`src/isc_pkg.sv`:
```
// Purpose: shared constants and types for interface select and sync control
// Assumes: APB with 32-bit data, byte address = 4 * register index
// Notes: indices below are register indices, not byte addresses
package isc_pkg;
	localparam int ADDR_W = 12;
	localparam int IDX_MSB = 9;
	localparam int IDX_LSB = 2;
	localparam logic [7:0] IDX_ICTL = 8'h0F;
	localparam logic [7:0] IDX_SCTL = 8'h10;
	localparam logic [7:0] IDX_PWR = 8'h14;
	localparam logic [7:0] IDX_STAT = 8'h15;
	localparam logic [7:0] IDX_XCFG = 8'h20;
	localparam logic [7:0] IDX_IST = 8'h21;
	localparam logic [7:0] IDX_IMSK = 8'h22;
	localparam int ICTL_THR_HI = 7;
	localparam int ICTL_THR_LO = 3;
	localparam int ICTL_OVR = 2;
	localparam int ICTL_CHO = 1;
	localparam int SCTL_LPOL = 6;
	localparam int SCTL_FPOL = 2;
	localparam int PWR_ON = 1;
	localparam int ST_LINE = 7;
	localparam int ST_EMB = 6;
	localparam int ST_FRM = 5;
	localparam int ST_DCLK = 4;
	localparam int ST_AACT = 3;
	localparam int ST_DACT = 2;
	localparam int ST_DDONE = 1;
	localparam int XCFG_W = 16;
	localparam int X_CSEL = 0;
	localparam int X_VSRC = 1;
	localparam int X_PH_LO = 4;
	localparam int X_HW_LO = 8;
	localparam int PH_W = 3;
	localparam int HW_W = 8;
	localparam int VS_W = 12;
	localparam int DE_W = 6;
	localparam int PIPE_N = 8;
	localparam int NEV = 2;
	localparam int EV_IFCHG = 0;
	localparam int EV_DDONE = 1;
	localparam int NSY = 8;
	localparam int SY_LINE = 0;
	localparam int SY_FRM = 1;
	localparam int SY_CMP = 2;
	localparam int SY_PL = 3;
	localparam int SY_PF = 4;
	localparam int SY_PE = 5;
	localparam int SY_DC = 6;
	localparam int SY_DE = 7;
	localparam logic [7:0] ICTL_RST = 8'h80;
	localparam logic [7:0] PWR_RST = 8'h02;
	localparam logic [15:0] XCFG_RST = 16'h0400;
	typedef enum logic [1:0] {IF_NONE = 2'b00, IF_ANA = 2'b01, IF_DIG = 2'b11} isc_if_t;
	typedef enum logic [1:0] {DE_SEEK = 2'b00, DE_CNT = 2'b01, DE_DONE = 2'b11} isc_de_t;
	typedef struct packed {
		logic [7:0] red;
		logic [7:0] green;
		logic [7:0] blue;
	} isc_rgb_t;
	typedef struct packed {
		logic     clk;
		logic     hs;
		isc_rgb_t rgb;
	} isc_pix_t;
	typedef struct packed {
		logic [NSY-1:0]          s1;
		logic [NSY-1:0]          s2;
		logic [NSY-1:0]          s3;
		logic [NSY-1:0]          flt;
		logic [7:0]              ictl;
		logic [7:0]              sctl;
		logic [7:0]              pwr;
		logic [XCFG_W-1:0]       xcfg;
		logic [NEV-1:0]          ist;
		logic [NEV-1:0]          imsk;
		logic                    ls_prev;
		logic                    ls_dly;
		logic                    pll_ref;
		logic                    clamp;
		logic [HW_W-1:0]         hs_cnt;
		logic                    hs_out;
		logic [VS_W-1:0]         vs_cnt;
		logic                    cs_out;
		logic                    fs_out;
		logic                    de_prev;
		logic [DE_W-1:0]         de_cnt;
		isc_de_t                 de_st;
		isc_if_t                 active;
		logic                    apd;
		logic                    dpd;
		logic                    pdiv;
		isc_pix_t [PIPE_N-1:0]   pipe;
		isc_pix_t                pout;
		logic [31:0]             prdata;
		logic                    cap;
	} isc_st_t;
endpackage

```
`src/isc_top.sv`:
```
// Purpose: sync routing, output alignment and active interface select
// Assumes: video samples and comparator come in on pclk; pins are async
// Notes: registers reached over APB, one word per register index
// How it works
// - line sync polarity bit picks falling (0) or rising (1) leading edge
// - leading edge feeds the clock generator, trailing edge times clamping
// - slicer threshold comes from control bits seven down to three
// - slicer result passes to composite output without inversion
// - composite output selects slicer result or delayed raw line sync
// - line sync out rebuilt, aligned; width programmable except when digital is active
// - output clock comes from internal divider, synchronous with sampling
// - phase setting moves data, clock and line sync together
// - frame sync out: separated or direct, polarity from a bit
// - each colour bus carries bit seven as its msb
// - override set: select bit forces analog (0) or digital (1)
// - auto, nothing detected: both sides powered down, none active
// - auto, only digital detected: digital active, analog down
// - auto, only analog detected: analog active, digital down
// - auto, both detected: select bit gives priority
// - analog detect is OR of three sync flags; digital is clock flag
// - digital clock seen: power up, count 32 valid windows, then done
// - power-down beats override, override beats auto detection
`timescale 1ns/10ps
module isc_top #(
	parameter logic [11:0] VSEP_CYCLES = 12'h200,
	parameter int          DE_NEEDED   = 32
) (
	input  wire logic              pclk,
	input  wire logic              presetn,
	input  wire logic              ce,
	input  wire logic              psel,
	input  wire logic              penable,
	input  wire logic              pwrite,
	input  wire logic [11:0]       paddr,
	input  wire logic [31:0]       pwdata,
	output logic [31:0]            prdata,
	output logic                   pready,
	output logic                   pslverr,
	input  wire logic              line_sync_in,
	input  wire logic              frame_sync_in,
	input  wire logic              slicer_cmp_in,
	input  wire logic              pres_line,
	input  wire logic              pres_frame,
	input  wire logic              pres_emb,
	input  wire logic              dclk_present,
	input  wire logic              data_valid_window,
	input  isc_pkg::isc_rgb_t      video_in,
	output isc_pkg::isc_rgb_t      video_out,
	output logic [4:0]             slicer_threshold,
	output logic                   composite_sync_output,
	output logic                   line_sync_output,
	output logic                   frame_sync_output,
	output logic                   pixel_output_clock,
	output logic                   pll_ref_pulse,
	output logic                   clamp_ref_pulse,
	output logic                   analog_pd,
	output logic                   digital_pd,
	output isc_pkg::isc_if_t       active_if,
	output logic                   irq
);
	localparam logic [isc_pkg::DE_W-1:0] DE_LAST = isc_pkg::DE_W'(DE_NEEDED - 1);
	// line sync rests high under the reset polarity, so no false edge follows reset
	localparam logic [isc_pkg::NSY-1:0] SY_IDLE = isc_pkg::NSY'(1) << isc_pkg::SY_LINE;
	localparam isc_pkg::isc_st_t ST_RST = '{
		s1: SY_IDLE,
		s2: SY_IDLE,
		s3: SY_IDLE,
		flt: SY_IDLE,
		ictl: isc_pkg::ICTL_RST,
		pwr: isc_pkg::PWR_RST,
		xcfg: isc_pkg::XCFG_RST,
		de_st: isc_pkg::DE_SEEK,
		active: isc_pkg::IF_NONE,
		apd: 1'b1,
		dpd: 1'b1,
		default: '0
	};

	isc_pkg::isc_st_t          r;
	isc_pkg::isc_st_t          n;
	logic [7:0]                idx;
	logic                      addr_ok;
	logic                      acc;
	logic                      wr_en;
	logic                      rd_en;
	logic [31:0]               rmux;
	logic                      ls_n;
	logic                      lead;
	logic                      ana_det;
	logic                      dig_det;
	logic                      de_rise;
	logic                      vs_sep;
	logic [isc_pkg::NEV-1:0]   ev;
	logic [isc_pkg::PH_W-1:0]  phase;
	logic [isc_pkg::HW_W-1:0]  hw;
	isc_pkg::isc_pix_t         pix;

	assign idx = paddr[isc_pkg::IDX_MSB:isc_pkg::IDX_LSB];
	assign acc = psel & penable & r.cap;
	assign pready = ce & acc;
	assign wr_en = pready & pwrite & addr_ok;
	assign rd_en = pready & ~pwrite & addr_ok;
	assign pslverr = pready & ~addr_ok;

	always_comb
	begin
		addr_ok = (paddr[isc_pkg::ADDR_W-1:isc_pkg::IDX_MSB+1] == '0)
			&& (paddr[isc_pkg::IDX_LSB-1:0] == '0);
		case (idx)
			isc_pkg::IDX_ICTL, isc_pkg::IDX_SCTL, isc_pkg::IDX_PWR,
			isc_pkg::IDX_STAT, isc_pkg::IDX_XCFG, isc_pkg::IDX_IST,
			isc_pkg::IDX_IMSK: ;
			default: addr_ok = 1'b0;
		endcase
	end

	always_comb
	begin
		rmux = '0;
		case (idx)
			isc_pkg::IDX_ICTL: rmux[7:0] = r.ictl;
			isc_pkg::IDX_SCTL: rmux[7:0] = r.sctl;
			isc_pkg::IDX_PWR: rmux[7:0] = r.pwr;
			isc_pkg::IDX_XCFG: rmux[isc_pkg::XCFG_W-1:0] = r.xcfg;
			isc_pkg::IDX_IST: rmux[isc_pkg::NEV-1:0] = r.ist;
			isc_pkg::IDX_IMSK: rmux[isc_pkg::NEV-1:0] = r.imsk;
			isc_pkg::IDX_STAT:
			begin
				rmux[isc_pkg::ST_LINE] = r.flt[isc_pkg::SY_PL];
				rmux[isc_pkg::ST_EMB] = r.flt[isc_pkg::SY_PE];
				rmux[isc_pkg::ST_FRM] = r.flt[isc_pkg::SY_PF];
				rmux[isc_pkg::ST_DCLK] = r.flt[isc_pkg::SY_DC];
				rmux[isc_pkg::ST_AACT] = r.active == isc_pkg::IF_ANA;
				rmux[isc_pkg::ST_DACT] = r.active == isc_pkg::IF_DIG;
				rmux[isc_pkg::ST_DDONE] = r.de_st == isc_pkg::DE_DONE;
			end
			default: rmux = '0;
		endcase
	end

	always_comb
	begin
		n = r;
		ev = '0;
		phase = r.xcfg[isc_pkg::X_PH_LO +: isc_pkg::PH_W];
		hw = r.xcfg[isc_pkg::X_HW_LO +: isc_pkg::HW_W];
		// three stages; a change counts once stages two and three agree
		n.s1 = {data_valid_window, dclk_present, pres_emb, pres_frame,
			pres_line, slicer_cmp_in, frame_sync_in, line_sync_in};
		n.s2 = r.s1;
		n.s3 = r.s2;
		n.flt = (r.s2 & r.s3) | (r.flt & (r.s2 ^ r.s3));

		// polarity bit makes the chosen edge the rising one of ls_n
		ls_n = r.flt[isc_pkg::SY_LINE] ~^ r.sctl[isc_pkg::SCTL_LPOL];
		lead = ls_n & ~r.ls_prev;
		n.ls_prev = ls_n;
		// leading edge to the clock generator, trailing edge to clamp
		n.pll_ref = lead;
		n.clamp = ~ls_n & r.ls_prev;

		// analog: fixed width from the leading edge; digital: follows input
		if (r.active == isc_pkg::IF_DIG)
			n.hs_out = ls_n;
		else if (lead)
		begin
			n.hs_out = 1'b1;
			n.hs_cnt = hw;
		end
		else if (r.hs_cnt != '0)
			n.hs_cnt = r.hs_cnt - isc_pkg::HW_W'(1);
		else
			n.hs_out = 1'b0;

		// slicer result is passed straight, never inverted
		n.ls_dly = r.flt[isc_pkg::SY_LINE];
		// only a select, no further processing on this path
		n.cs_out = r.xcfg[isc_pkg::X_CSEL] ? r.ls_dly : r.flt[isc_pkg::SY_CMP];

		// embedded sync is low going; a long low is the frame interval
		if (r.flt[isc_pkg::SY_CMP])
			n.vs_cnt = '0;
		else if (r.vs_cnt != VSEP_CYCLES)
			n.vs_cnt = r.vs_cnt + isc_pkg::VS_W'(1);
		vs_sep = r.vs_cnt == VSEP_CYCLES;
		// source select, then polarity: bit set keeps the sense
		n.fs_out = (r.xcfg[isc_pkg::X_VSRC] ? r.flt[isc_pkg::SY_FRM] : vs_sep)
			~^ r.sctl[isc_pkg::SCTL_FPOL];

		ana_det = r.flt[isc_pkg::SY_PL] | r.flt[isc_pkg::SY_PF] | r.flt[isc_pkg::SY_PE];
		dig_det = r.flt[isc_pkg::SY_DC];

		// power-down first, then override, then automatic
		if (!r.pwr[isc_pkg::PWR_ON])
			n.active = isc_pkg::IF_NONE;
		else if (r.ictl[isc_pkg::ICTL_OVR])
			n.active = r.ictl[isc_pkg::ICTL_CHO] ? isc_pkg::IF_DIG : isc_pkg::IF_ANA;
		else if (ana_det && dig_det)
			n.active = r.ictl[isc_pkg::ICTL_CHO] ? isc_pkg::IF_DIG : isc_pkg::IF_ANA;
		else if (dig_det)
			n.active = isc_pkg::IF_DIG;
		else if (ana_det)
			n.active = isc_pkg::IF_ANA;
		else
			n.active = isc_pkg::IF_NONE;
		ev[isc_pkg::EV_IFCHG] = n.active != r.active;

		// second stage: count valid windows while the clock is present
		de_rise = r.flt[isc_pkg::SY_DE] & ~r.de_prev;
		n.de_prev = r.flt[isc_pkg::SY_DE];
		case (r.de_st)
			isc_pkg::DE_SEEK:
			begin
				n.de_cnt = '0;
				if (dig_det && r.pwr[isc_pkg::PWR_ON])
					n.de_st = isc_pkg::DE_CNT;
			end
			isc_pkg::DE_CNT:
			begin
				if (!dig_det || !r.pwr[isc_pkg::PWR_ON])
					n.de_st = isc_pkg::DE_SEEK;
				else if (de_rise && r.de_cnt == DE_LAST)
				begin
					n.de_st = isc_pkg::DE_DONE;
					ev[isc_pkg::EV_DDONE] = 1'b1;
				end
				else if (de_rise)
					n.de_cnt = r.de_cnt + isc_pkg::DE_W'(1);
			end
			isc_pkg::DE_DONE:
			begin
				if (!dig_det || !r.pwr[isc_pkg::PWR_ON])
					n.de_st = isc_pkg::DE_SEEK;
			end
			default: n.de_st = isc_pkg::DE_SEEK;
		endcase

		// digital side stays up during its search so windows can be counted
		n.apd = n.active != isc_pkg::IF_ANA;
		n.dpd = !(n.active == isc_pkg::IF_DIG || n.de_st == isc_pkg::DE_CNT);

		// output clock is the sampling clock, half of pclk
		n.pdiv = ~r.pdiv;
		pix.clk = ~r.pdiv;
		pix.hs = r.hs_out;
		pix.rgb = r.pdiv ? r.pipe[0].rgb : video_in;
		// one delay line for clock, sync and data keeps them in step
		n.pipe = {r.pipe[isc_pkg::PIPE_N-2:0], pix};
		n.pout = r.pipe[phase];

		// APB: read data is captured in setup, answered one cycle later
		n.cap = psel & ~acc;
		if (psel && !r.cap)
			n.prdata = rmux;
		if (wr_en)
		begin
			case (idx)
				isc_pkg::IDX_ICTL: n.ictl = pwdata[7:0];
				isc_pkg::IDX_SCTL: n.sctl = pwdata[7:0];
				isc_pkg::IDX_PWR: n.pwr = pwdata[7:0];
				isc_pkg::IDX_XCFG: n.xcfg = pwdata[isc_pkg::XCFG_W-1:0];
				isc_pkg::IDX_IMSK: n.imsk = pwdata[isc_pkg::NEV-1:0];
				default: ;
			endcase
		end
		// read clears only what the setup capture returned; an event that lands
		// between setup and access, or in the access cycle, survives
		if (rd_en && idx == isc_pkg::IDX_IST)
			n.ist = (r.ist & ~r.prdata[isc_pkg::NEV-1:0]) | ev;
		else
			n.ist = r.ist | ev;
	end

	always_ff @(posedge pclk or negedge presetn)
	begin
		if (!presetn)
			r <= ST_RST;
		else if (ce)
			r <= n;
	end

	assign prdata = r.prdata;
	// threshold field drives the comparator reference
	assign slicer_threshold = r.ictl[isc_pkg::ICTL_THR_HI:isc_pkg::ICTL_THR_LO];
	assign composite_sync_output = r.cs_out;
	assign frame_sync_output = r.fs_out;
	assign line_sync_output = r.pout.hs;
	assign pixel_output_clock = r.pout.clk;
	// fields are [7:0], bit seven the msb
	assign video_out = r.pout.rgb;
	assign pll_ref_pulse = r.pll_ref;
	assign clamp_ref_pulse = r.clamp;
	assign analog_pd = r.apd;
	assign digital_pd = r.dpd;
	assign active_if = r.active;
	assign irq = |(r.ist & r.imsk);
endmodule // isc_top

```
`config.mk`:
```
export PLATFORM = sky130hd
export DESIGN_NAME = isc_top
export DESIGN_NICKNAME = d
export VERILOG_FILES = /design/src/isc_pkg.sv /design/src/isc_top.sv
export SDC_FILE = /design/constraint.sdc
export NUM_CORES = 1
export LEC_CHECK = 0
export BUFFER_PORTS_ARGS = -buffer_cell sky130_fd_sc_hd__clkbuf_2
export CORE_UTILIZATION = 45
export CTS_CLUSTER_DIAMETER = 100
export CTS_CLUSTER_SIZE = 20
export DETAILED_ROUTE_END_ITERATION = 7
export PLACE_DENSITY = 0.67
export SETUP_SLACK_MARGIN = 0.15
export SYNTH_ARGS = -nofsm -noshare
export SYNTH_HDL_FRONTEND = slang
export SYNTH_SLANG_ARGS = --single-unit
```
`constraint.sdc`:
```
create_clock -name pclk -period 2.15 [get_ports pclk]
set_input_delay 0.1075 -clock pclk [delete_from_list [all_inputs] [get_ports pclk]]
set_output_delay 0.1075 -clock pclk [all_outputs]
set_load 0.01 [all_outputs]
```
==> summary.txt <==
Yosys
  • Mean Syn Cell Area: between 10 and 15 µm²
  • Mapped Cells: 1249
  • Seq cells post-synth: ~370
  • YS warnings: 0
  • Top post-synthesis cells by area: dfrtp_1 (53%), mux2_2 (18%), mux4_2 (6.9%), buf_4 (2.8%), mux2i_1 (1.9%)
  • Cell taking the most area after synthesis: dfrtp_1
  • Post-synthesis instance area: about 17000 µm²
  • Post-synth top flop: dfrtp_1
  • FFs w/ async S/R, synth: 100%
  • EDFF count, synth: 0
  • Seq/Total Area, Yosys: around 54%
  • Netlist cell types: 66
  • Top cell type's share of synthesized area: 52.7%

Clock network
  • Clk root buf: clkbuf_16
  • Worst skew pair latency: between 0.5 and 0.6 ns
  • H-tree depth: 1
  • CTS tree: done
  • Clk sinks: between 300 and 400
  • Clock Path Buffers: 3
  • Clk slew on worst S/H paths: about 0.090 ns
  • Cts bufs inserted: 22

Pwr
  • Comb pwr share: 24.7%
  • Switching pwr: a little under 6 mW
  • P per Cell Area: approximately 1100 nW/µm²
  • Peak VDD IR: roughly 0.0007 V
  • Clk network pwr share: between 20% and 30%
  • Flop pwr share: 54.9%
  • Leakage power: about 8 nW
  • Power Total: ~20 mW
  • Internal power consumption: roughly 15 mW
  • Net Sw Frac: roughly 29%

Drt
  • Final antenna-violating net count: 0
  • Pre-Repair DR Iteration Count: 4
  • Vias/cell: 5.41
  • Vias: between 10000 and 15000
  • Routed WL: about 33000 µm
  • DRT iter0 DRCs: about 440
  • Remaining DRCs: 0
  • WL per Instance: 17.5 µm

Global route
  • Vias in the first global route: 10492
  • Largest net degree at the start of global routing: 178
  • Overall global routing resource usage: between 10% and 20%
  • Antenna violations before repair: 0
  • GRT overflow: 0
  • First-pass GRT wire length: approximately 55000 µm

Setup path
  • Slowest-stage cell, CP: dfrtp_1
  • CP Capture Type: register
  • CP startpoint kind: register
  • WP data required: between 2 and 3 ns
  • CP max FO: 8
  • CP peak stage delay: 0.41 ns
  • Path type of the worst setup path: register to register
  • Crit-path leading delay family: simple AND/OR/NAND/NOR gates
  • CP Buf/Inv Count: 1
  • CP Data Arrival Time: between 2 and 2.5 ns
  • Worst path cell trace: and4_1, nand4_4, nor4_4, buf_4, mux2_2

Die
  • Core ar.: 36900 µm²
  • Row cnt: 70
  • Die width: between 150 and 200 µm
  • Die area: 38500 µm²
  • IO Count: between 150 and 200
  • Die H: just under 200 µm
  • Initial cell density of the core: a little under half

Cells and area
  • Commonest non-fill, non-tap cells in the layout: dfrtp_1 (355), mux2_2 (278), clkbuf_2 (121), dlygate4sd3_1 (55)
  • Most common cell after layout, fill and taps aside: dfrtp_1
  • Filler cells: approximately 3100
  • Fraction of layout cells with a size suffix above 1: 39.7%
  • Final #Nets: roughly 1500
  • Ant. Diodes: 0
  • Area grow syn2layout: 13.2%
  • Multi-input gate area: 7040 µm²
  • Seq. cell area: between 9000 and 10000 µm²

Placed design
  • Detailed placement HPWL: ~22000 µm
  • GPL Wtd Cong: 0.880
  • Dpl ws: around 0.25 ns
  • IO Port Bufs: 123

STA
  • Final worst slack: between 0.2 and 0.25 ns
  • RSZ-0062 raised after global routing: no
  • Skew final: around 0.013 ns
  • Setup TNS: 0 ns
  • Hold_ws: around 0.08 ns
  • Final critical-path share of the clock period: around 89%
  • Slew Viols, Final: 0
  • Fmax: 524 MHz
  • Max transition margin: around 40%
  • Worst-Margin Slew: roughly 0.9 ns
  • Final setup fails: 0
  • Hold Vio Cnt, Final: 0
  • Fin crit period: 1.91 ns

Status
  • Outcome: finished clean

Job
  • Maxcap violations: 0

Min path
  • Worst hold path type: primary input to register
metrics by stage:
step | cells | instance area [µm²] | utilization (%)
3_5_place_dp | 1805 | 18100 | 49.0
2_1_floorplan | 1264 | 17000 | -
3_3_place_gp | 1805 | 18100 | 49.0
4_1_cts | 1892 | 19200 | 52.2
5_1_grt | 1892 | 19200 | 52.2
6_report | 1892 | 19200 | 52.2
state kept, by name, indices dropped and copies added, names as in the netlist:
name,flops
active_if,2
analog_pd,1
clamp_ref_pulse,1
composite_sync_output,1
dig_det,1
digital_pd,1
frame_sync_output,1
hw,8
line_sync_output,1
n,201
phase,3
pixel_output_clock,1
pll_ref_pulse,1
prdata,16
r,99
slicer_threshold,5
video_out,24
per-layer routing:
| layer | share of wire [%] | track usage, % |
|---|---|---|
| met4 | 1.8 | 3.70 |
| met2 | 47 | 28.9 |
| met1 | 46 | 25.1 |
| met5 | 0 | 0 |
| met3 | 4.3 | 2.49 |
worst min-delay path, delay by kind of cell:
kind          cells  cell delay (ns)
buf+inv           1             0.16
mux               1             0.16
simple gates      1             0.15
worst paths after layout:
path                       startpoint         end  slack, ns  depth (start not counted)
setup / recovery                 r[0]      r[330]       0.24                          5
setup reg to reg                 r[0]      r[330]       0.24                          5
max in group asynchronous     presetn      n[171]       1.25                          3
min in group asynchronous     presetn  prdata[11]       0.12                          2
hold / removal               paddr[3]      r[309]       0.08                          3
hold reg to reg                r[301]      r[301]       0.50                          1
synthesized netlist by cell type (all sizes together) (3+ instances only):
library cell / instances
nor2b: 7
dfrtp: 358
nor3: 10
o21ai: 27
and3: 4
a211o: 3
nand3b: 6
a21o: 5
a21oi: 52
nand2b: 7
buf: 84
nor4: 13
a211oi: 5
nand3: 12
a2111oi: 4
o22a: 4
a22oi: 4
xnor2: 7
o22ai: 4
nand2: 40
dfstp: 9
inv: 18
o2bb2ai: 7
or3: 3
mux2: 279
a22o: 24
clkbuf: 51
mux2i: 33
mux4: 52
nor2: 52
a31oi: 4
a32oi: 6
and2: 3
nor4b: 3
nand4: 9
ha: 12
power by group through the flow:
stage | Sequential [mW] | Clock (mW) | Combinational, mW
after global placement | 11.2 | 0 | 4.84
final | 11.2 | 4.16 | 5.05
after CTS | 11.2 | 4.35 | 5.14
after detailed placement | 11.3 | 0 | 5.04
after floorplan | 10.7 | 0 | 4.22
after global routing | 11.6 | 4.56 | 5.61
logic make-up (layout without fill, tap and decap cells):
kind of cell	after synthesis	count (layout)	share of synthesized area, %
other cells	1	16	0.0221
flops	367	367	54.1
buf+inv	153	277	4.88
simple gates	180	180	5.89
xor+xnor	9	9	0.464
mux	364	364	27.3
fa+ha+maj	12	12	0.884
compound gates	163	163	6.41
timing repair:
item	in CTS	in global routing
resized for setup	0	2
buffers inserted	0	0
hold endpoints to repair	198	0
hold buffers	55	0
endpoints found under the setup margin	0	2
area by class of cell:
| cell class | instances | share of cell area (%) |
|---|---|---|
| sequential | 367 | 47.8 |
| multi-input combinational | 744 | 36.6 |
| timing repair buffer | 227 | 8.73 |
| tap | 504 | 3.28 |
| clock buffer | 30 | 3.13 |
| inverter | 18 | 0.351 |
| clock inverter | 2 | 0.0845 |
(Power assumes the default switching activity.)
